**src/dgx_pkg.sv**
```systemverilog
// dgx_pkg: constants shared by the debug gating and expansion port block
// assumes single clock domain, no register bus
package dgx_pkg;
  // ==========================================================
  // expansion bus widths, field positions and bit encodings
  localparam int          DGX_ADDR_W      = 31;
  localparam int          DGX_DATA_W      = 32;
  localparam int          DGX_PBUS_HI     = 19;
  localparam int          DGX_PBUS_LO     = 2;
  localparam logic        DGX_ORIGIN_CPU  = 1'h0;
  localparam logic        DGX_ORIGIN_DBG  = 1'h1;
  localparam logic        DGX_MASTER_CPU  = 1'h0;
  localparam logic        DGX_MASTER_DBG  = 1'h1;
  localparam logic        DGX_DIR_WRITE   = 1'h1;
  localparam logic        DGX_DIR_READ    = 1'h0;
  // ==========================================================
  // apb master states
  typedef enum logic [1:0] {DGX_IDLE, DGX_SETUP, DGX_ACCESS} dgx_state_t;
endpackage : dgx_pkg

```
**src/dgx_req_if.sv**
```systemverilog
// dgx_req_if: request/answer bundle between gating top and apb master
// assumes both ends share clk_in
`timescale 1ns/1ns
interface dgx_req_if;
  logic        req_valid;
  logic        req_ready;
  logic        req_write;
  logic        req_origin;
  logic        req_ext;
  logic [30:0] req_addr;
  logic [31:0] req_wdata;
  logic        rsp_valid;
  logic [31:0] rsp_rdata;
  logic        rsp_error;
  modport master (input req_valid, req_write, req_origin, req_ext, req_addr, req_wdata,
                  output req_ready, rsp_valid, rsp_rdata, rsp_error);
  modport source (output req_valid, req_write, req_origin, req_ext, req_addr, req_wdata,
                  input req_ready, rsp_valid, rsp_rdata, rsp_error);
endinterface : dgx_req_if

```
**src/dgx_top.sv**
```systemverilog
// dgx_top: debug permission gating plus private peripheral expansion port
// assumes all inputs synchronous to clk_in; permissions are static straps or
// driven by a debug access controller
`timescale 1ns/1ns
// Function
// - debug permission low disables halt debug and cross-trigger invasive actions.
// - permission high still needs halt debug enable bit for halt events.
// - instruction trace runs only while trace permission is high.
// - memory access permission enables debugger bus access port memory function.
// - without it, port registers stay reachable but system memory is blocked.
// - master identity follows select bit: 1 debugger, 0 processor.
// - identity lock high forces master identity 1.
// - identity lock low lets select bit choose 0 or 1.
// - 31-bit expansion address carries private bus address bits 19 to 2.
// - origin flag 0 for processor transfer, 1 for debugger transfer.
// - direction 1 for write, 0 for read.
// - access strobe in second and later cycles only.
// - external select only for external region, never internal debug parts.
module dgx_top
(
  input  wire logic        clk_in,
  input  wire logic        rst_n_in,
  // permission straps
  input  wire logic        debug_permission_in,
  input  wire logic        trace_permission_in,
  input  wire logic        debug_memory_access_permission_in,
  input  wire logic        master_identity_lock_in,
  // software control bits
  input  wire logic        halt_debug_enable_bit_in,
  input  wire logic        master_identity_select_bit_in,
  // raw debug requests from the core side
  input  wire logic        halt_request_in,
  input  wire logic        xtrig_invasive_request_in,
  input  wire logic        trace_request_in,
  // debugger bus access port request
  input  wire logic        ap_mem_request_in,
  input  wire logic        ap_reg_request_in,
  // private bus request into the expansion port
  input  wire logic        pbus_valid_in,
  input  wire logic        pbus_write_in,
  input  wire logic        pbus_from_debugger_in,
  input  wire logic        pbus_external_in,
  input  wire logic [31:0] pbus_addr_in,
  input  wire logic [31:0] pbus_wdata_in,
  output logic             pbus_ready_out,
  output logic             pbus_done_out,
  output logic [31:0]      pbus_rdata_out,
  output logic             pbus_error_out,
  // gated debug results
  output logic             halt_event_out,
  output logic             xtrig_invasive_enable_out,
  output logic             trace_enable_out,
  output logic             ap_mem_grant_out,
  output logic             ap_mem_blocked_out,
  output logic             ap_reg_grant_out,
  output logic             master_identity_out,
  // expansion port pins
  input  wire logic        expansion_ready_in,
  input  wire logic        expansion_error_in,
  input  wire logic [31:0] expansion_read_data_in,
  output logic [30:0]      expansion_address_out,
  output logic             transfer_origin_flag_out,
  output logic             expansion_direction_out,
  output logic             expansion_access_phase_out,
  output logic             expansion_external_select_out,
  output logic [31:0]      expansion_write_data_out
);
  dgx_req_if req ();

  // ==========================================================
  // permission decode, all combinational; the gated outputs below follow one clock edge later
  wire halt_ok   = debug_permission_in && halt_debug_enable_bit_in;
  wire xtrig_ok  = debug_permission_in;
  wire mem_ok    = debug_memory_access_permission_in;
  wire id_choice = master_identity_lock_in ? dgx_pkg::DGX_MASTER_DBG
                                           : master_identity_select_bit_in;

  // gated outputs registered so they come from flip-flops
  always_ff @(posedge clk_in or negedge rst_n_in)
  begin
    if (!rst_n_in)
    begin
      halt_event_out            <= 1'h0;
      xtrig_invasive_enable_out <= 1'h0;
      trace_enable_out          <= 1'h0;
      ap_mem_grant_out          <= 1'h0;
      ap_mem_blocked_out        <= 1'h0;
      ap_reg_grant_out          <= 1'h0;
      master_identity_out       <= dgx_pkg::DGX_MASTER_DBG;
    end
    else
    begin
      halt_event_out            <= halt_request_in && halt_ok;
      xtrig_invasive_enable_out <= xtrig_invasive_request_in && xtrig_ok;
      trace_enable_out          <= trace_request_in && trace_permission_in;
      ap_mem_grant_out          <= ap_mem_request_in && mem_ok;
      ap_mem_blocked_out        <= ap_mem_request_in && !mem_ok;
      ap_reg_grant_out          <= ap_reg_request_in;
      master_identity_out       <= id_choice;
    end
  end

  // ==========================================================
  // expansion request; only bits 19..2 of the address are meaningful,
  // the rest read as zero so stray upper bits never reach the pins
  wire [30:0] exp_addr = {11'h000, pbus_addr_in[dgx_pkg::DGX_PBUS_HI:dgx_pkg::DGX_PBUS_LO],
                          2'h0};
  assign req.req_valid  = pbus_valid_in;
  assign req.req_write  = pbus_write_in ? dgx_pkg::DGX_DIR_WRITE : dgx_pkg::DGX_DIR_READ;
  assign req.req_origin = pbus_from_debugger_in ? dgx_pkg::DGX_ORIGIN_DBG
                                                : dgx_pkg::DGX_ORIGIN_CPU;
  assign req.req_ext    = pbus_external_in;
  assign req.req_addr   = exp_addr;
  assign req.req_wdata  = pbus_wdata_in;
  assign pbus_ready_out = req.req_ready;
  assign pbus_done_out  = req.rsp_valid;
  assign pbus_rdata_out = req.rsp_rdata;
  assign pbus_error_out = req.rsp_error;

  // apb master owns the pin timing
  dgx_apb_master u_apb
  (
    .clk_in                        (clk_in),
    .rst_n_in                      (rst_n_in),
    .req                           (req),
    .expansion_ready_in            (expansion_ready_in),
    .expansion_error_in            (expansion_error_in),
    .expansion_read_data_in        (expansion_read_data_in),
    .expansion_address_out         (expansion_address_out),
    .transfer_origin_flag_out      (transfer_origin_flag_out),
    .expansion_direction_out       (expansion_direction_out),
    .expansion_access_phase_out    (expansion_access_phase_out),
    .expansion_external_select_out (expansion_external_select_out),
    .expansion_write_data_out      (expansion_write_data_out)
  );
endmodule : dgx_top

```
**src/dgx_apb_master.sv**
```systemverilog
// dgx_apb_master: apb style master for the external peripheral expansion port
// assumes the peripheral answers with ready and gives error alongside it
`timescale 1ns/1ns
module dgx_apb_master
(
  input  wire logic  clk_in,
  input  wire logic  rst_n_in,
  dgx_req_if.master  req,
  input  wire logic  expansion_ready_in,
  input  wire logic  expansion_error_in,
  input  wire logic [31:0] expansion_read_data_in,
  output logic [30:0] expansion_address_out,
  output logic        transfer_origin_flag_out,
  output logic        expansion_direction_out,
  output logic        expansion_access_phase_out,
  output logic        expansion_external_select_out,
  output logic [31:0] expansion_write_data_out
);
  dgx_pkg::dgx_state_t state;
  dgx_pkg::dgx_state_t next_state;
  logic                sel;
  logic                rsp_valid;
  logic [31:0]         rsp_rdata;
  logic                rsp_error;

  // ==========================================================
  // handshake decode
  wire take_req = (state == dgx_pkg::DGX_IDLE) && req.req_valid;
  wire done     = (state == dgx_pkg::DGX_ACCESS) && expansion_ready_in;
  assign req.req_ready = (state == dgx_pkg::DGX_IDLE);
  assign req.rsp_valid = rsp_valid;
  assign req.rsp_rdata = rsp_rdata;
  assign req.rsp_error = rsp_error;

  // next state: setup lasts one cycle, access waits for ready
  always_comb
  begin
    case (state)
      dgx_pkg::DGX_IDLE:   next_state = req.req_valid ? dgx_pkg::DGX_SETUP : dgx_pkg::DGX_IDLE;
      dgx_pkg::DGX_SETUP:  next_state = dgx_pkg::DGX_ACCESS;
      dgx_pkg::DGX_ACCESS: next_state = expansion_ready_in ? dgx_pkg::DGX_IDLE
                                                           : dgx_pkg::DGX_ACCESS;
      default:             next_state = dgx_pkg::DGX_IDLE;
    endcase
  end

  always_ff @(posedge clk_in or negedge rst_n_in)
  begin
    if (!rst_n_in)
      state <= dgx_pkg::DGX_IDLE;
    else
      state <= next_state;
  end

  // address phase fields load once and hold until ready
  always_ff @(posedge clk_in or negedge rst_n_in)
  begin
    if (!rst_n_in)
    begin
      expansion_address_out    <= '0;
      transfer_origin_flag_out <= dgx_pkg::DGX_ORIGIN_CPU;
      expansion_direction_out  <= dgx_pkg::DGX_DIR_READ;
      expansion_write_data_out <= '0;
      sel                      <= 1'h0;
    end
    else if (take_req)
    begin
      expansion_address_out    <= req.req_addr;
      transfer_origin_flag_out <= req.req_origin;
      expansion_direction_out  <= req.req_write;
      expansion_write_data_out <= req.req_wdata;
      sel                      <= req.req_ext;
    end
    else if (done)
      sel <= 1'h0;
  end

  // strobe only from the second cycle on
  assign expansion_access_phase_out    = (state == dgx_pkg::DGX_ACCESS);
  assign expansion_external_select_out = sel && (state != dgx_pkg::DGX_IDLE);

  // answer captured in the ready cycle, shown for one cycle
  always_ff @(posedge clk_in or negedge rst_n_in)
  begin
    if (!rst_n_in)
    begin
      rsp_valid <= 1'h0;
      rsp_rdata <= '0;
      rsp_error <= 1'h0;
    end
    else
    begin
      rsp_valid <= done;
      if (done)
      begin
        rsp_rdata <= expansion_read_data_in;
        rsp_error <= expansion_error_in;
      end
    end
  end
endmodule : dgx_apb_master

```
**config.mk**
```make
export PLATFORM = sky130hd
export DESIGN_NAME = dgx_top
export DESIGN_NICKNAME = d
export VERILOG_FILES = /design/src/dgx_pkg.sv /design/src/dgx_req_if.sv /design/src/dgx_top.sv /design/src/dgx_apb_master.sv
export SDC_FILE = /design/constraint.sdc
export NUM_CORES = 1
export LEC_CHECK = 0
export ABC_AREA = 1
export BUFFER_PORTS_ARGS = -buffer_cell sky130_fd_sc_hd__buf_2
export CAP_MARGIN = 20
export CORE_MARGIN = 2
export CORE_UTILIZATION = 45
export CTS_CLUSTER_DIAMETER = 100
export CTS_CLUSTER_SIZE = 16
export DETAILED_ROUTE_END_ITERATION = 6
export PLACE_DENSITY = 0.83
export SYNTH_ARGS = -nofsm -noshare
export SYNTH_HDL_FRONTEND = slang
export SYNTH_SLANG_ARGS = --single-unit
```
**constraint.sdc**
```tcl
create_clock -name clk_in -period 3.28 [get_ports clk_in]
set_input_delay 0 -clock clk_in [delete_from_list [all_inputs] [get_ports clk_in]]
set_output_delay 0 -clock clk_in [all_outputs]
set_load 0.05 [all_outputs]
```
After elaboration in Yosys (flattened, before gate mapping)

Index checks and enable logic that the tools add are counted.

Equal/unequal tests: 2
Mux-type cells: 8
Reduce and logical (&&, ||, !) cells: 13

Operators with widths:

| kind               | count |
|---|---|
| $logic_and 1x1->1  | 9 |
| $mux 1             | 6 |
| $pmux 2 s3         | 1 |
| $reduce_bool 2->1  | 2 |
| $eq 2x1->1 const B | 1 |
| $eq 2x2->1 const B | 1 |
| $logic_not 2->1    | 1 |
| $mux 2             | 1 |
| $logic_not 1->1    | 1 |

Bits in registers: 96
Input bits: 115
Output and inout bits: 109
Logic and storage cells: 39

Depth between registers and ports, before layout

Word-level depth: 4
Depth in mapped cells: 6
Depth with buffers taken out: 5

Hierarchy

Synthesis repeated with hierarchy kept, for this count alone.

Cell total of the unflattened synthesis: 454
Area, all modules: 4,105.2 um^2

Modules (own cells, without submodules):

| module         | times used | cells each | area an instance (um^2) | seq. area each (um^2) |
|---|---|---|---|---|
| dgx_apb_master | 1          | 434        | 3,877.5                 | 2,552.4 |
| dgx_top        | 1          | 20         | 227.7                   | 176.4 |

Worst setup path after synthesis

Ideal clock, no wire load.

Path type: register -> register
From: register u_apb.state[0]
To: register u_apb.expansion_address_out[10]
Library setup time: 118 ps
Arrival time: 1,414 ps
Slack: 1,749 ps
Cell stages (with the launch flop): 6
Period minus slack after synthesis: 1,531 ps
Path through: dfrtp_1 nor2_2 nand2_2 buf_2 nand2_1 nand2_1

Longest elaborated chain between the ends: 2

Ends and longest elaborated chain:

| element                  | line                 | RTL |
|---|---|---|
| start: declaration       | dgx_apb_master.sv:19 | `dgx_pkg::dgx_state_t state;` |
| start signal: assignment | dgx_apb_master.sv:50 | `state <= dgx_pkg::DGX_IDLE;` |
| start signal: assignment | dgx_apb_master.sv:52 | `state <= next_state;` |
| $logic_not 2->1          | --                   |  |
| net pbus_ready_out       | dgx_top.sv:45        | `output logic pbus_ready_out,` |
| $logic_and 1x1->1        | dgx_apb_master.sv:28 | `wire take_req = (state == dgx_pkg::DGX_IDLE) && req.req_valid;` |
| end signal: assignment   | dgx_apb_master.sv:68 | `expansion_address_out <= req.req_addr;` |
| end: declaration         | dgx_apb_master.sv:12 | `output logic [30:0] expansion_address_out,` |

The timed path passes the listed nets, and every way through them passes these cells.
A chain may end at the register's enable or synchronous reset.

Final worst setup path

From: register u_apb.state[0]
To: register u_apb.expansion_write_data_out[24]

Longest elaborated chain between the ends: 2

Ends and longest elaborated chain:

| element                | line                 | RTL |
|---|---|---|
| $logic_not 2->1        | dgx_apb_master.sv:28 |  |
| $logic_and 1x1->1      | dgx_apb_master.sv:28 |  |
| end signal: assignment | dgx_apb_master.sv:71 | `expansion_write_data_out <= req.req_wdata;` |
| end: declaration       | dgx_apb_master.sv:17 | `output logic [31:0] expansion_write_data_out` |

No other way between the ends.

==> key figures <==
Status
  – Outcome: finished, final reports clean

Timing
  – Hold_ws: around 77 ps
  – Max Fclk: 0.562 GHz
  – Setup TNS: 0 ps
  – Minimum clock period: around 1800 ps
  – Hold Vio Cnt, Final: 0
  – Slew margin rel.: 34.2%
  – Layout Skew: ~12 ps
  – RSZ-0062 raised after global routing: false
  – Slew Limit Fails: 0
  – Slew @ Worst Pin: 984 ps
  – Final period util: between 50 and 60%
  – Final Setup Violations: 0

Route
  – 1st-iter DRT viols: between 150 and 200
  – DR vias: slightly below 4000
  – Drt via density: 4.75
  – Total wire length: around 12 mm
  – Drt pass-1 iters: 4
  – Wire per inst: ~15 um
  – DRC errors left: 0
  – Remaining antenna violation count: 0

Clock tree
  – CTS clock-pin slew for the worst setup and hold paths: ~100 ps
  – Root buffer selected by CTS: clkbuf_8
  – Post-CTS setup buffers: 0
  – Clock latency at the later pin of the worst-skew pair: about 350 ps
  – CTS Sinks: 96
  – Max Root-Sink Buffers: 2
  – CTS buffer count: 9
  – H-tree levels: 3
  – CTS tree: built

Final layout
  – Final layout net count: approximately 820
  – Multi-input gate area: 0.00110 mm2
  – Fin cells: approximately 810
  – # fillers: 518
  – Layout cells sized above 1: between 30% and 40%
  – Register area: between 0.002 and 0.0025 mm2
  – Diode count: 0
  – P&R area growth vs syn: 59.8%

Power and ir drop
  – Clock share of power: between 10 and 15%
  – Peak supply drop: about 0.00067 V
  – Combinational share of power: a little under three fifths
  – Switch Pwr: roughly 3.5 mW
  – PwrDens: between 1000 and 1500 mW/mm2
  – Pleak: ~3.4 nW
  – Switching Fraction: a little under three fifths
  – Sequential group share of total power: between 30% and 40%
  – Power Internal: about 2.8 mW

Floorplan
  – Num rows: 33
  – Initial Util: approximately 46%
  – Core ar.: approximately 0.0081 mm2
  – Die ar.: just under 0.009 mm2
  – Ports: roughly 220
  – Die height: between 90 and 100 um
  – Die width: about 95 um

Synth
  – Fraction of registers with async set/reset: 100%
  – Register area share after synthesis: between 60 and 70%
  – Yosys Warn Count: 0
  – Flops & latches, synth: 96
  – Synth top area cells: dfrtp_1, nand2_1, buf_4
  – Share of the synthesized area in the top cell type: around 64%
  – Post-synth top flop: dfrtp_1
  – Syn Inst Count: between 400 and 500
  – Avg Synthesized Cell Area: roughly 9.0 um2
  – Most numerous cell in the Yosys netlist: nand2_1
  – Most common library cells after synthesis: nand2_1, dfrtp_1, buf_4
  – Post-synth EDFFs: 0
  – Dominant cell type by area after synthesis: dfrtp_1
  – Cell area after synthesis: approximately 0.0037 mm2
  – Synth cell types: 16

Worst setup path
  – CP Data Required Time: about 3500 ps
  – FF-to-FF Start: u_apb.state[0]$_DFF_PN0_
  – Arrival @ worst endpoint: roughly 2000 ps
  – CP Class: flop to flop
  – Reg-to-reg slack, setup: around 1500 ps
  – Max Fanout on Critical Path: 53
  – R2R Path End: u_apb.expansion_write_data_out[24]$_DFFE_PN0P_
  – R2R cell count: 4
  – CP endpoint kind: flop
  – Setup crit start kind: flop

Worst hold path
  – Hold WC Path Type: input pin to asynchronous set/reset pin

Global routing
  – First-pass GRT wire length: roughly 19 mm
  – Vias in the first global route: slightly below 4000
  – Global route overflow: 0
  – Initial antenna violation count: 0
  – Gr usage total: approximately 27%
  – Largest net degree at the start of global routing: 90

Place
  – GPL Wtd Cong: 0.739
  – Buffers added on ports: a little under 200
  – Dpl cells: roughly 700
  – Detail Placement HPWL: ~6.1 mm

Flow run
  – Max Cap Viol: 0
metal layers:
| layer | track usage (%) | routed length (um) | vias up |
|---|---|---|---|
| met2 | 47.8 | 6170 | 238 |
| met5 | 0 | 0 | - |
| met3 | 7.66 | 1200 | 42 |
| li1 | - | - | 1777 |
| met1 | 31.1 | 4590 | 1805 |
| met4 | 12.8 | 412 | 0 |
worst max-delay path: stages (launching register included):
cell,delay (ps)
dfrtp_1,430
nor2_2,200
nand2_2,590
nand2_1,320
nand2_1,110
registers in the layout, summed over array words and instances, names as in the netlist:
signal	cells
u_apb.expansion_write_data_out	32
u_apb.req.rsp_rdata	32
u_apb.expansion_address_out	18
u_apb.state	2
ap_mem_blocked_out	1
ap_mem_grant_out	1
ap_reg_grant_out	1
halt_event_out	1
master_identity_out	1
trace_enable_out	1
u_apb.expansion_direction_out	1
u_apb.req.rsp_error	1
u_apb.req.rsp_valid	1
u_apb.sel	1
u_apb.transfer_origin_flag_out	1
xtrig_invasive_enable_out	1
per-stage QoR:
stage | util [%] | cell area (um2) | setup WS (ps) | total power, mW
floorplan | - | 3740 | 1750 | 4.54
global placement | 57.7 | 4670 | 1600 | 5.24
detailed placement | 57.7 | 4670 | 1520 | 5.33
CTS | 72.2 | 5850 | 1500 | 6.12
global route | 72.9 | 5900 | 1410 | 6.56
finish | 72.9 | 5900 | 1500 | 6.24
cells by family (layout without fill, tap and decap cells):
family                 count (synthesis)  count (layout)  share of synthesized area [%]
AND/OR/NAND/NOR                      274             274                           28.5
buffers and inverters                 38             325                           6.27
flip-flops                            96              96                           65.1
other                                  1              13                          0.102
worst max-delay path by stage:
stage / start / end / slack (ps) / depth (start not counted)
finish: u_apb.state[0]$_DFF_PN0_ / u_apb.expansion_write_data_out[24]$_DFFE_PN0P_ / 1500 / 4
global route: u_apb.state[0]$_DFF_PN0_ / u_apb.expansion_write_data_out[24]$_DFFE_PN0P_ / 1410 / 4
CTS: u_apb.state[1]$_DFF_PN0_ / u_apb.expansion_address_out[12]$_DFFE_PN0P_ / 1500 / 5
detailed placement: u_apb.state[1]$_DFF_PN0_ / u_apb.expansion_address_out[12]$_DFFE_PN0P_ / 1520 / 5
global placement: u_apb.state[1]$_DFF_PN0_ / u_apb.expansion_address_out[10]$_DFFE_PN0P_ / 1600 / 5
floorplan: u_apb.state[0]$_DFF_PN0_ / u_apb.expansion_address_out[10]$_DFFE_PN0P_ / 1750 / 5
cells in the final DEF, fill, tap and decap left out:
master	n
conb_1	13
nor2_4	1
nand3_2	1
nand2_1	261
dfrtp_1	95
clkbuf_8	10
nand2_2	1
dlygate4sd3_1	100
clkbuf_1	2
nand3_1	1
clkinvlp_4	4
dfstp_2	1
buf_2	195
and3_1	1
inv_1	6
or2_2	1
nor2_2	1
buf_4	3
nor2_1	6
buf_16	2
inv_2	3
area by class of cell:
type	instances	area share [%]
inverters	9	0.573
clock buffers	12	2.46
clock inverters	4	0.509
flip-flops and latches	96	40.7
multi-input cells	287	18.7
repair buffers	300	34.8
well taps	105	2.23
power groups by stage:
stage / registers, mW / logic [mW] / clock network (mW)
CTS: 1.97 / 3.43 / 0.713
floorplan: 3.75 / 0.793 / 0
global placement: 1.96 / 3.28 / 0
detailed placement: 1.99 / 3.34 / 0
global route: 2.06 / 3.74 / 0.759
finish: 2.01 / 3.53 / 0.695
timing repair:
action                                 CTS  global route
gates resized for setup                  0             0
endpoints found under the hold margin  181             0
hold buffers                           100             0
Note: power is estimated with default switching activity, not from simulation.
